**src/rtl/altfn_pkg.sv**
```systemverilog
// Notes on behaviour
// - Selected pin is owned by its peripheral function.
// - Cleared bit leaves pin as plain GPIO, except PB4/PB3 while flow control is enabled.
// - Bits 23:16 port C, 15:8 B, 7:0 A.
// - Bit 23 puts mode status on port_c_pin_seven if its direction bit is set; latch one forces it high.
// - Bit 22 enables low transmit activity output.
// - Bit 21 enables high transmit activity output.
// - Bit 17 gives PC1 to analog channel three.
// - Bit 15 analog channel two, or PWM out.
// - Bits 14, 13 give PB6, PB5 to analog.
// - Bits 12, 11 reserved; PB4/PB3 flow control.
// - Bit 10 routes port_b_pin_two to UART receive.
// - Bit 9 reference output only during conversion.
// - Bit 7 makes port_a_pin_seven UART pending indicator.
// - Reserved bits select no alternate function.
// - Direction one makes GPIO an output.
package altfn_pkg;

    // ------------------------------------------------------------
    // Register layout
    // ------------------------------------------------------------
    localparam int          NUM_PINS          = 24;
    localparam logic [31:0] ALT_FACTORY_VALUE = 32'h0000_0600;
    localparam logic [31:0] MASK_STANDARD     = 32'h00E2_E680;
    localparam logic [31:0] MASK_LONG_RANGE   = 32'h00C2_E480;
    localparam logic [31:0] MASK_EXT_RANGE    = 32'h0082_C480;

    localparam logic [1:0]  VARIANT_STANDARD  = 2'h0;
    localparam logic [1:0]  VARIANT_LONG      = 2'h1;
    localparam logic [1:0]  VARIANT_EXTENDED  = 2'h2;

    // Bit positions; bit index equals pin index
    localparam int BIT_MODE_STATUS = 23;
    localparam int BIT_TX_LOW      = 22;
    localparam int BIT_TX_HIGH     = 21;
    localparam int BIT_ANALOG3     = 17;
    localparam int BIT_ANALOG2     = 15;
    localparam int BIT_ANALOG1     = 14;
    localparam int BIT_ANALOG0     = 13;
    localparam int BIT_RTS         = 12;
    localparam int BIT_CTS         = 11;
    localparam int BIT_RXD         = 10;
    localparam int BIT_VREF        = 9;
    localparam int BIT_TX_PENDING  = 7;

    // ------------------------------------------------------------
    // Carriers
    // ------------------------------------------------------------
    typedef struct packed {
        logic alt;
        logic p_out;
        logic p_oe;
        logic dir;
        logic latch;
        logic pull;
    } pin_ctrl_type;

    typedef struct packed {
        logic out;
        logic oe;
        logic pull_en;
        logic pull_up;
    } pin_drive_type;

    function automatic logic [31:0] variant_mask(input logic [1:0] variant);
        unique case (variant)
            VARIANT_LONG:     variant_mask = MASK_LONG_RANGE;
            VARIANT_EXTENDED: variant_mask = MASK_EXT_RANGE;
            default:          variant_mask = MASK_STANDARD;
        endcase
    endfunction : variant_mask

endpackage : altfn_pkg

```
**src/rtl/io_alternate_function_select.sv**
```systemverilog
`timescale 1ns/10ps
module io_alternate_function_select
    import altfn_pkg::*;
#(
    parameter logic [1:0] VARIANT = VARIANT_STANDARD
)(
    input  wire logic        clock,
    input  wire logic        rstn,
    input  wire logic        soft_reset,
    input  wire logic        reg_wr_en,
    input  wire logic [31:0] reg_wr_data,
    output logic      [31:0] reg_rd_data,
    output logic      [31:0] alt_active,
    input  wire logic [23:0] pin_direction_reg,
    input  wire logic [23:0] output_latch_reg,
    input  wire logic [23:0] pin_pull_config_reg,
    input  wire logic        pwm_enable,
    input  wire logic        flow_control_enable,
    input  wire logic        device_mode_status,
    input  wire logic        tx_active,
    input  wire logic        pwm_wave,
    input  wire logic        rts_level,
    input  wire logic        uart_tx_pending,
    input  wire logic        adc_busy,
    input  wire logic [23:0] pin_in,
    output logic      [23:0] pin_out,
    output logic      [23:0] pin_oe,
    output logic      [23:0] pin_pull_en,
    output logic      [23:0] pin_pull_up,
    output logic      [23:0] pin_level,
    output logic             uart_rxd,
    output logic             uart_cts,
    output logic      [3:0]  analog_en,
    output logic             vref_enable
);

    localparam logic [31:0] IMPL_MASK   = variant_mask(VARIANT);
    localparam logic [31:0] RESET_VALUE = ALT_FACTORY_VALUE & IMPL_MASK;

    logic [31:0]  stored_r;
    logic [31:0]  active_r;
    logic [23:0]  sync1_r;
    logic [23:0]  sync2_r;
    pin_ctrl_type ctrl [NUM_PINS];
    pin_drive_type drive [NUM_PINS];
    logic         uart_rxd_nxt;
    logic         uart_cts_nxt;
    logic [3:0]   analog_en_nxt;
    logic         vref_enable_nxt;

    // ------------------------------------------------------------
    // Stored and active selection
    // ------------------------------------------------------------
    // Reserved bits are dropped on write so they can never select
    always_ff @(posedge clock or negedge rstn) begin
        if (!rstn) begin
            stored_r <= RESET_VALUE;
        end else if (reg_wr_en) begin
            stored_r <= reg_wr_data & IMPL_MASK;
        end
    end

    // Writes only reach the pins through a reset
    always_ff @(posedge clock or negedge rstn) begin
        if (!rstn) begin
            active_r <= RESET_VALUE;
        end else if (soft_reset) begin
            active_r <= stored_r;
        end
    end

    assign reg_rd_data = stored_r;
    assign alt_active  = active_r;

    // ------------------------------------------------------------
    // Pin input synchroniser
    // ------------------------------------------------------------
    always_ff @(posedge clock or negedge rstn) begin
        if (!rstn) begin
            sync1_r <= '0;
            sync2_r <= '0;
        end else begin
            sync1_r <= pin_in;
            sync2_r <= sync1_r;
        end
    end

    always_ff @(posedge clock or negedge rstn) begin
        if (!rstn) begin
            pin_level <= '0;
        end else begin
            pin_level <= sync2_r;
        end
    end

    // ------------------------------------------------------------
    // Peripheral routing
    // ------------------------------------------------------------
    always_comb begin
        for (int i = 0; i < NUM_PINS; i++) begin
            ctrl[i].alt   = active_r[i];
            ctrl[i].p_out = 1'b0;
            ctrl[i].p_oe  = 1'b0;
            ctrl[i].dir   = pin_direction_reg[i];
            ctrl[i].latch = output_latch_reg[i];
            ctrl[i].pull  = pin_pull_config_reg[i];
        end
        // Status level still needs the direction bit; latch can force high
        ctrl[BIT_MODE_STATUS].p_oe  = pin_direction_reg[BIT_MODE_STATUS];
        ctrl[BIT_MODE_STATUS].p_out = device_mode_status
                                    | output_latch_reg[BIT_MODE_STATUS];
        ctrl[BIT_TX_LOW].p_oe       = 1'b1;
        ctrl[BIT_TX_LOW].p_out      = ~tx_active;
        ctrl[BIT_TX_HIGH].p_oe      = 1'b1;
        ctrl[BIT_TX_HIGH].p_out     = tx_active;
        ctrl[BIT_ANALOG2].p_oe      = pwm_enable;
        ctrl[BIT_ANALOG2].p_out     = pwm_enable & pwm_wave;
        ctrl[BIT_TX_PENDING].p_oe   = 1'b1;
        ctrl[BIT_TX_PENDING].p_out  = uart_tx_pending;
        // Flow control claims the pins regardless of the reserved bits
        if (flow_control_enable) begin
            ctrl[BIT_RTS].alt   = 1'b1;
            ctrl[BIT_RTS].p_oe  = 1'b1;
            ctrl[BIT_RTS].p_out = rts_level;
            ctrl[BIT_CTS].alt   = 1'b1;
        end
    end

    genvar g;
    generate
        for (g = 0; g < NUM_PINS; g++) begin : g_pin
            pin_cell u_cell (
                .clock (clock),
                .rstn  (rstn),
                .ctrl  (ctrl[g]),
                .drive (drive[g])
            );
            assign pin_out[g]     = drive[g].out;
            assign pin_oe[g]      = drive[g].oe;
            assign pin_pull_en[g] = drive[g].pull_en;
            assign pin_pull_up[g] = drive[g].pull_up;
        end
    endgenerate

    // ------------------------------------------------------------
    // Peripheral side signals
    // ------------------------------------------------------------
    always_comb begin
        // Receive line idles high when the pin is not routed
        uart_rxd_nxt     = active_r[BIT_RXD] ? sync2_r[BIT_RXD] : 1'b1;
        uart_cts_nxt     = flow_control_enable ? sync2_r[BIT_CTS] : 1'b0;
        analog_en_nxt[3] = active_r[BIT_ANALOG3];
        analog_en_nxt[2] = active_r[BIT_ANALOG2] & ~pwm_enable;
        analog_en_nxt[1] = active_r[BIT_ANALOG1];
        analog_en_nxt[0] = active_r[BIT_ANALOG0];
        // Reference is only worth its current while converting
        vref_enable_nxt  = active_r[BIT_VREF] & adc_busy;
    end

    always_ff @(posedge clock or negedge rstn) begin
        if (!rstn) begin
            uart_rxd    <= 1'b1;
            uart_cts    <= 1'b0;
            analog_en   <= '0;
            vref_enable <= 1'b0;
        end else begin
            uart_rxd    <= uart_rxd_nxt;
            uart_cts    <= uart_cts_nxt;
            analog_en   <= analog_en_nxt;
            vref_enable <= vref_enable_nxt;
        end
    end

    // ------------------------------------------------------------
    // Checks
    // ------------------------------------------------------------
    a_gpio_dir_follow: assert property (@(posedge clock) disable iff (!rstn)
        !active_r[0] && !pin_pull_config_reg[0] |=>
        pin_oe[0] == $past(pin_direction_reg[0]) && pin_out[0] == $past(output_latch_reg[0]))
        else $error("GPIO pin does not follow direction and latch");

    a_reserved_no_alt: assert property (@(posedge clock) disable iff (!rstn)
        (active_r & ~IMPL_MASK) == 32'h0000_0000)
        else $error("Reserved bit selects an alternate function");

    a_alt_no_pull: assert property (@(posedge clock) disable iff (!rstn)
        active_r[BIT_ANALOG3] |=> !pin_pull_en[BIT_ANALOG3] && !pin_oe[BIT_ANALOG3])
        else $error("Alternate pin still under pull or drive");

    a_mode_status_out: assert property (@(posedge clock) disable iff (!rstn)
        active_r[BIT_MODE_STATUS] && pin_direction_reg[BIT_MODE_STATUS]
        && !output_latch_reg[BIT_MODE_STATUS] |=>
        pin_oe[BIT_MODE_STATUS] && pin_out[BIT_MODE_STATUS] == $past(device_mode_status))
        else $error("Mode status not driven on its pin");

    a_tx_low_out: assert property (@(posedge clock) disable iff (!rstn)
        active_r[BIT_TX_LOW] |=> pin_oe[BIT_TX_LOW] && pin_out[BIT_TX_LOW] == !$past(tx_active))
        else $error("Low transmit activity output wrong");

    a_pwm_takeover: assert property (@(posedge clock) disable iff (!rstn)
        active_r[BIT_ANALOG2] && pwm_enable |=>
        pin_oe[BIT_ANALOG2] && pin_out[BIT_ANALOG2] == $past(pwm_wave) && !analog_en[2])
        else $error("PWM does not take over analog channel two");

    a_rxd_route: assert property (@(posedge clock) disable iff (!rstn)
        active_r[BIT_RXD] |=> uart_rxd == $past(sync2_r[BIT_RXD]))
        else $error("Receive data not routed from its pin");

    a_vref_gate: assert property (@(posedge clock) disable iff (!rstn)
        vref_enable |-> $past(active_r[BIT_VREF]) && $past(adc_busy))
        else $error("Reference driven outside a conversion");

    a_write_deferred: assert property (@(posedge clock) disable iff (!rstn)
        !soft_reset |=> active_r == $past(active_r))
        else $error("Selection changed without a reset");

    a_flow_rts: assert property (@(posedge clock) disable iff (!rstn)
        flow_control_enable |=> pin_oe[BIT_RTS] && pin_out[BIT_RTS] == $past(rts_level))
        else $error("RTS pin not driven under flow control");

    a_tx_pending: assert property (@(posedge clock) disable iff (!rstn)
        active_r[BIT_TX_PENDING] |=> pin_out[BIT_TX_PENDING] == $past(uart_tx_pending))
        else $error("Pending indicator wrong");

endmodule : io_alternate_function_select

```
**src/rtl/pin_cell.sv**
```systemverilog
`timescale 1ns/10ps
module pin_cell
    import altfn_pkg::*;
(
    input  wire logic          clock,
    input  wire logic          rstn,
    input  wire pin_ctrl_type  ctrl,
    output pin_drive_type      drive
);

    pin_drive_type drive_nxt;

    // ------------------------------------------------------------
    // Drive resolution
    // ------------------------------------------------------------
    always_comb begin
        drive_nxt = '0;
        if (ctrl.alt) begin
            // Peripheral overrides direction, latch and pull
            drive_nxt.out = ctrl.p_out;
            drive_nxt.oe  = ctrl.p_oe;
        end else if (ctrl.pull) begin
            if (ctrl.dir) begin
                // Open drain: latch one releases the pin
                drive_nxt.oe = ~ctrl.latch;
            end else begin
                drive_nxt.pull_en = 1'b1;
                drive_nxt.pull_up = ctrl.latch;
            end
        end else begin
            drive_nxt.oe  = ctrl.dir;
            drive_nxt.out = ctrl.latch;
        end
    end

    always_ff @(posedge clock or negedge rstn) begin
        if (!rstn) begin
            drive <= '0;
        end else begin
            drive <= drive_nxt;
        end
    end

endmodule : pin_cell

```
**config.mk**
```make
export PLATFORM = sky130hd
export DESIGN_NAME = io_alternate_function_select
export DESIGN_NICKNAME = d
export VERILOG_FILES = /design/src/rtl/altfn_pkg.sv /design/src/rtl/io_alternate_function_select.sv /design/src/rtl/pin_cell.sv
export SDC_FILE = /design/constraint.sdc
export NUM_CORES = 1
export LEC_CHECK = 0
export BUFFER_PORTS_ARGS = -buffer_cell sky130_fd_sc_hd__clkbuf_2
export CAP_MARGIN = 10
export CORE_AREA = 2 2 130 132
export CTS_CLUSTER_DIAMETER = 60
export CTS_CLUSTER_SIZE = 10
export DETAILED_ROUTE_END_ITERATION = 10
export DIE_AREA = 0 0 132 134
export GPL_TIMING_DRIVEN = 0
export PLACE_DENSITY = 0.71
export SLEW_MARGIN = 20
export SYNTH_ARGS = -nofsm -noshare
export SYNTH_HDL_FRONTEND = slang
export SYNTH_SLANG_ARGS = --single-unit
```
**constraint.sdc**
```tcl
create_clock -name clock -period 1 [get_ports clock]
set_input_delay 0.15 -clock clock [delete_from_list [all_inputs] [get_ports clock]]
set_output_delay 0.15 -clock clock [all_outputs]
set_load 0.01 [all_outputs]
```
[Word-level counts from Yosys, hierarchy flattened]
Index checks and enable logic that the tools add are counted.
Cells by class
  reduce and logical (&&, ||, !) cells: 0
  eq/ne operators: 0
  add/sub/neg operators: 0
  multiply operators: 0
  shift-type cells: 0
  multiplexer cells: 148
  bitwise logic cells: 30
  order comparisons: 0
  div/mod/pow operators: 0
Operator list (count)
  2-to-1 mux 2 bit: 72
  2-to-1 mux 1 bit: 75
  NOT 1 bit: 26
  AND 1 bit: 3
  2-to-1 mux 3 bit: 1
  bitwise OR 1 bit: 1
Word-level totals
  memory bits (read-only): 0
  bits of input ports: 140
  RAM bits: 0
  memories kept: 0
  latch bits: 0
  register bits after elaboration: 195

[Logic depth before layout (Yosys ltp)]
  depth after elaboration: 4
  mapped depth: 2

[By module]
A second synthesis with hierarchy kept.
Unflattened totals
  cells, all modules: 473
  area total of the unflattened synthesis: 6930.4 µm²
By module, submodules not included
  pin_cell: cells an instance 12, instances 24, area an instance 152.6 µm², sequential area each 100.1 µm²
  io_alternate_function_select: cells an instance 185, instances 1, area an instance 3266.9 µm², sequential area each 2483.6 µm²

[Worst setup path before layout]
No wires, ideal clock.
  kind: register to register
  start point: register, netlist name alt_active[15]
  end point: register active_r[15], in the netlist alt_active[15]
  library setup time: 0.125 ns
  data required time: 0.875 ns
  buffers on the path: 0
  cell stages (with the launch flop): 2
  slack: 0.146 ns
  data arrival time: 0.729 ns
  cell sequence: dfrtp_1 -> mux2_4
RTL lines
  to (signal assigned): RTL line io_alternate_function_select.sv:68  | active_r <= stored_r;
  to (decl): RTL line io_alternate_function_select.sv:41  | logic [31:0] active_r;

[Final worst setup path]
  start point: register active_r[9], in the netlist alt_active[9]
  end point: output port alt_active[9]
RTL lines
  to (decl): RTL line io_alternate_function_select.sv:13  | output logic [31:0] alt_active,
No word-level cell between the ends.

==> results.json <==
{
  "status": "complete, but fails checks",
  "violations": "setup timing",
  "clkSlewWorstSetupHoldPaths_ps": 70,
  "critPathKind": "flip-flop to output pin",
  "start_util": 0.393,
  "gp_congestion": 0.768,
  "cts.sinks": 195,
  "fin_nets": 1001,
  "min-delay-start": "reg_wr_en",
  "grt_antenna_before_repair": 0,
  "fillCellCount": 1199,
  "tritoncts": "done",
  "cts-buffers-inserted": 17,
  "clock.fmax_ghz": 0.812,
  "seqPwrFrac": 0.484,
  "crit_slowest_cell": "dfstp_2",
  "drt-initial-drc-count": 105,
  "fin_ws_ps": -231,
  "powerDensity_mw_per_mm2": 1730,
  "hold_class": "primary input to flip-flop",
  "synth.avg_cell_area_um2": 16.0,
  "r2r_slack_ps": 0,
  "cp.arrival_ps": 1080,
  "synth_xor_area_frac": 0,
  "cts_htree_levels": 4,
  "gr-total-overflow": 0,
  "maxSlewViolCount": 0,
  "grtUsageTotal": 0.170,
  "fin_util": 0.634,
  "switching_share": 0.258,
  "final-seq-area_mm2": 0.00489,
  "port_buffers": 262,
  "num_rows": 47,
  "worstPathMaxFanout": 2,
  "multi_input_area_mm2": 0.00129,
  "fin_worst_skew_ps": 7.40,
  "pin_count": 331,
  "ys_ff_latch": 195,
  "vias_per_cell": 4.16,
  "path_buf_inv": 1,
  "hpwl_um": 9350,
  "fin_crit_sh": 1.23,
  "netlist_area_mm2": 0.00639,
  "grt_pass1_vias": 4752,
  "drive_gt1_frac": 0.466,
  "vdd_ir_drop_max_mv": 1.05,
  "synth_compound_area_frac": 0.0321,
  "netlist_top_cells_area": "dfrtp_1 74%, buf_4 5.5%, mux2_4 4.7%",
  "pwr-share-comb": 0.146,
  "holdPathStages": 2,
  "synth-simple-area-share": 0.0925,
  "crit_path_cell_trace": "buf_6",
  "worstHoldEndpoint": "reg_rd_data[7]",
  "synth_fa_ha_area_frac": 0,
  "yosys_warnings": 0,
  "vias": 4548,
  "pwr-share-clk": 0.369,
  "finalSetupTns_ps": -11080,
  "p_leak_nw": 5.39,
  "wire_per_inst_um": 13.9,
  "r2r_end": "reg_rd_data[21]",
  "p_switching_mw": 4.59,
  "rsz0062_at_grt": "yes",
  "finalNonFillerCells": 1094,
  "insertion_delay_ps": 420,
  "layout_min_cycle_time_ps": 1230,
  "max_stage_delay_ps": 560,
  "insertedDiodeCount": 0,
  "core-area_mm2": 0.0163,
  "ant_nets": 0,
  "drc": 0,
  "synth_top_family_by_area": "simple AND/OR/NAND/NOR gates",
  "dieArea_mm2": 0.0177,
  "grt_max_degree": 93,
  "syn2layout_area_growth_pct": 61.5,
  "synthDominantCellAreaShare": 0.743,
  "grt_pass1_wl_um": 23500,
  "postSynthCellCount": 399,
  "yosysSeqAreaShare": 0.764,
  "cts_buffer_depth": 2,
  "cp_top_family": "flip-flops",
  "reg2regPathDepth": 3,
  "root_buffer": "clkbuf_16",
  "finalHoldViolations": 0,
  "wl_um": 15200,
  "dp_cells": 926,
  "dr.pass1.iters": 4,
  "cp-end-kind": "output pin",
  "die_w_um": 132,
  "p_int_mw": 13.2,
  "cap_violations": 0,
  "synth_mux_area_frac": 0.0485,
  "setup-violations-final": 149,
  "die_h_um": 134,
  "start_kind": "flip-flop",
  "r2r-start": "reg_rd_data[21]",
  "synth_area_leader_cell": "dfrtp_1",
  "crit_required_ps": 850,
  "ys_types": 22
}
-- state kept, by name, summed over array words and instances (netlist names) --
name and cells:
pin_level 24, alt_active 10, sync2_r 24, vref_enable 1
uart_rxd 1, uart_cts 1, reg_rd_data 10, analog_en 4
g_pin.u_cell.drive 96, sync1_r 24
-- power by group through the flow --
stage,registers [mW],logic [mW],clock network [mW]
5_1_grt,8.68,2.80,7.10
6_report,8.63,2.60,6.58
4_1_cts,8.60,2.42,6.76
3_5_place_dp,8.82,1.82,0
2_1_floorplan,8.99,0.635,0
3_3_place_gp,8.81,1.76,0
-- cell usage in the layout, fill, tap and decap left out, types with 6 or more instances in the layout --
master         Yosys  final
a211oi_1           6      6
a21boi_0          12     12
and2_1            21     21
buf_2              0      8
buf_4             47     63
buf_6              2     30
clkbuf_16          0     17
clkbuf_2           0    226
conb_1             1     44
dfrtp_1          190    183
dfrtp_2            0      7
dlygate4sd3_1      0    115
inv_1              6      6
inv_8              0      6
mux2_4            20     20
nand2_1            9      9
nand2b_1          16     15
nor2_1            17     17
nor2b_1           26     26
-- synth_stat cells --
cell and number:
nor2_1 17, conb_1 1, o21ai_0 5, a21bo_2 1
a21oi_1 1, a21o_1 4, a21boi_0 12, mux2_4 20
dfrtp_1 190, nor2b_1 26, buf_6 2, dfstp_2 5
nor3b_1 1, mux2i_1 1, nand3_1 1, nand2_1 9
buf_4 47, and2_1 21, a211oi_1 6, nand2b_1 16
nor3b_2 7, inv_1 6
-- what timing repair did --
action                                  in CTS  in global routing
pin swaps                                    0                  3
gates resized for setup                     11                 70
cloned                                       0                  0
hold buffers                               115                  0
buffers inserted                            19                  5
hold endpoints to repair                   321                  0
endpoints found under the setup margin     147                151
-- final cells by class --
| type | count | share of cell area |
|---|---|---|
| flip-flops and latches | 195 | 0.474 |
| repair buffers | 403 | 0.282 |
| clock inverters | 15 | 0.0148 |
| multi-input cells | 192 | 0.125 |
| clock buffers | 17 | 0.0412 |
| inverters | 6 | 0.00218 |
| well taps | 220 | 0.0267 |
| plain buffers | 46 | 0.0342 |
-- per-layer routing --
layer	vias to the layer above	wire length [um]	track usage
met1	2192	5600	0.185
met2	192	8080	0.298
met5	-	0	0
li1	2120	-	-
met3	44	927	0.0469
met4	0	595	0.0996
-- worst max path at each step --
| stage | from | end | slack (ps) | depth (start not counted) |
|---|---|---|---|---|
| after global routing | reg_rd_data[9] | reg_rd_data[9] | -260 | 1 |
| after CTS | alt_active[9] | alt_active[9] | -280 | 1 |
| final | alt_active[9] | alt_active[9] | -230 | 1 |
| after global placement | rstn | g_pin[7].u_cell.drive[2] | -3730 | 1 |
| after floorplan | alt_active[15] | alt_active[15] | 150 | 1 |
| after detailed placement | alt_active[10] | g_pin[10].u_cell.drive[3] | 100 | 2 |
-- through the flow --
| stage | hold WS (ps) | instance area (um2) | setup slack, ps | power, mW |
|---|---|---|---|---|
| 3_3_place_gp | 259 | 8140 | -3730 | 10.6 |
| 4_1_cts | 80.5 | 10100 | -281 | 17.8 |
| 6_report | 100 | 10300 | -231 | 17.8 |
| 5_1_grt | 89.0 | 10300 | -265 | 18.6 |
| 3_5_place_dp | 14.4 | 8210 | 100 | 10.6 |
| 2_1_floorplan | -146 | 6560 | 146 | 9.62 |
-- cell families (layout without fill, tap and decap cells) --
family	after synthesis	after routing
buf+inv	55	487
flops	195	195
other cells	1	44
compound gates	29	29
simple gates	98	98
mux	21	21
No activity file was read; power rests on OpenSTA's default activity.
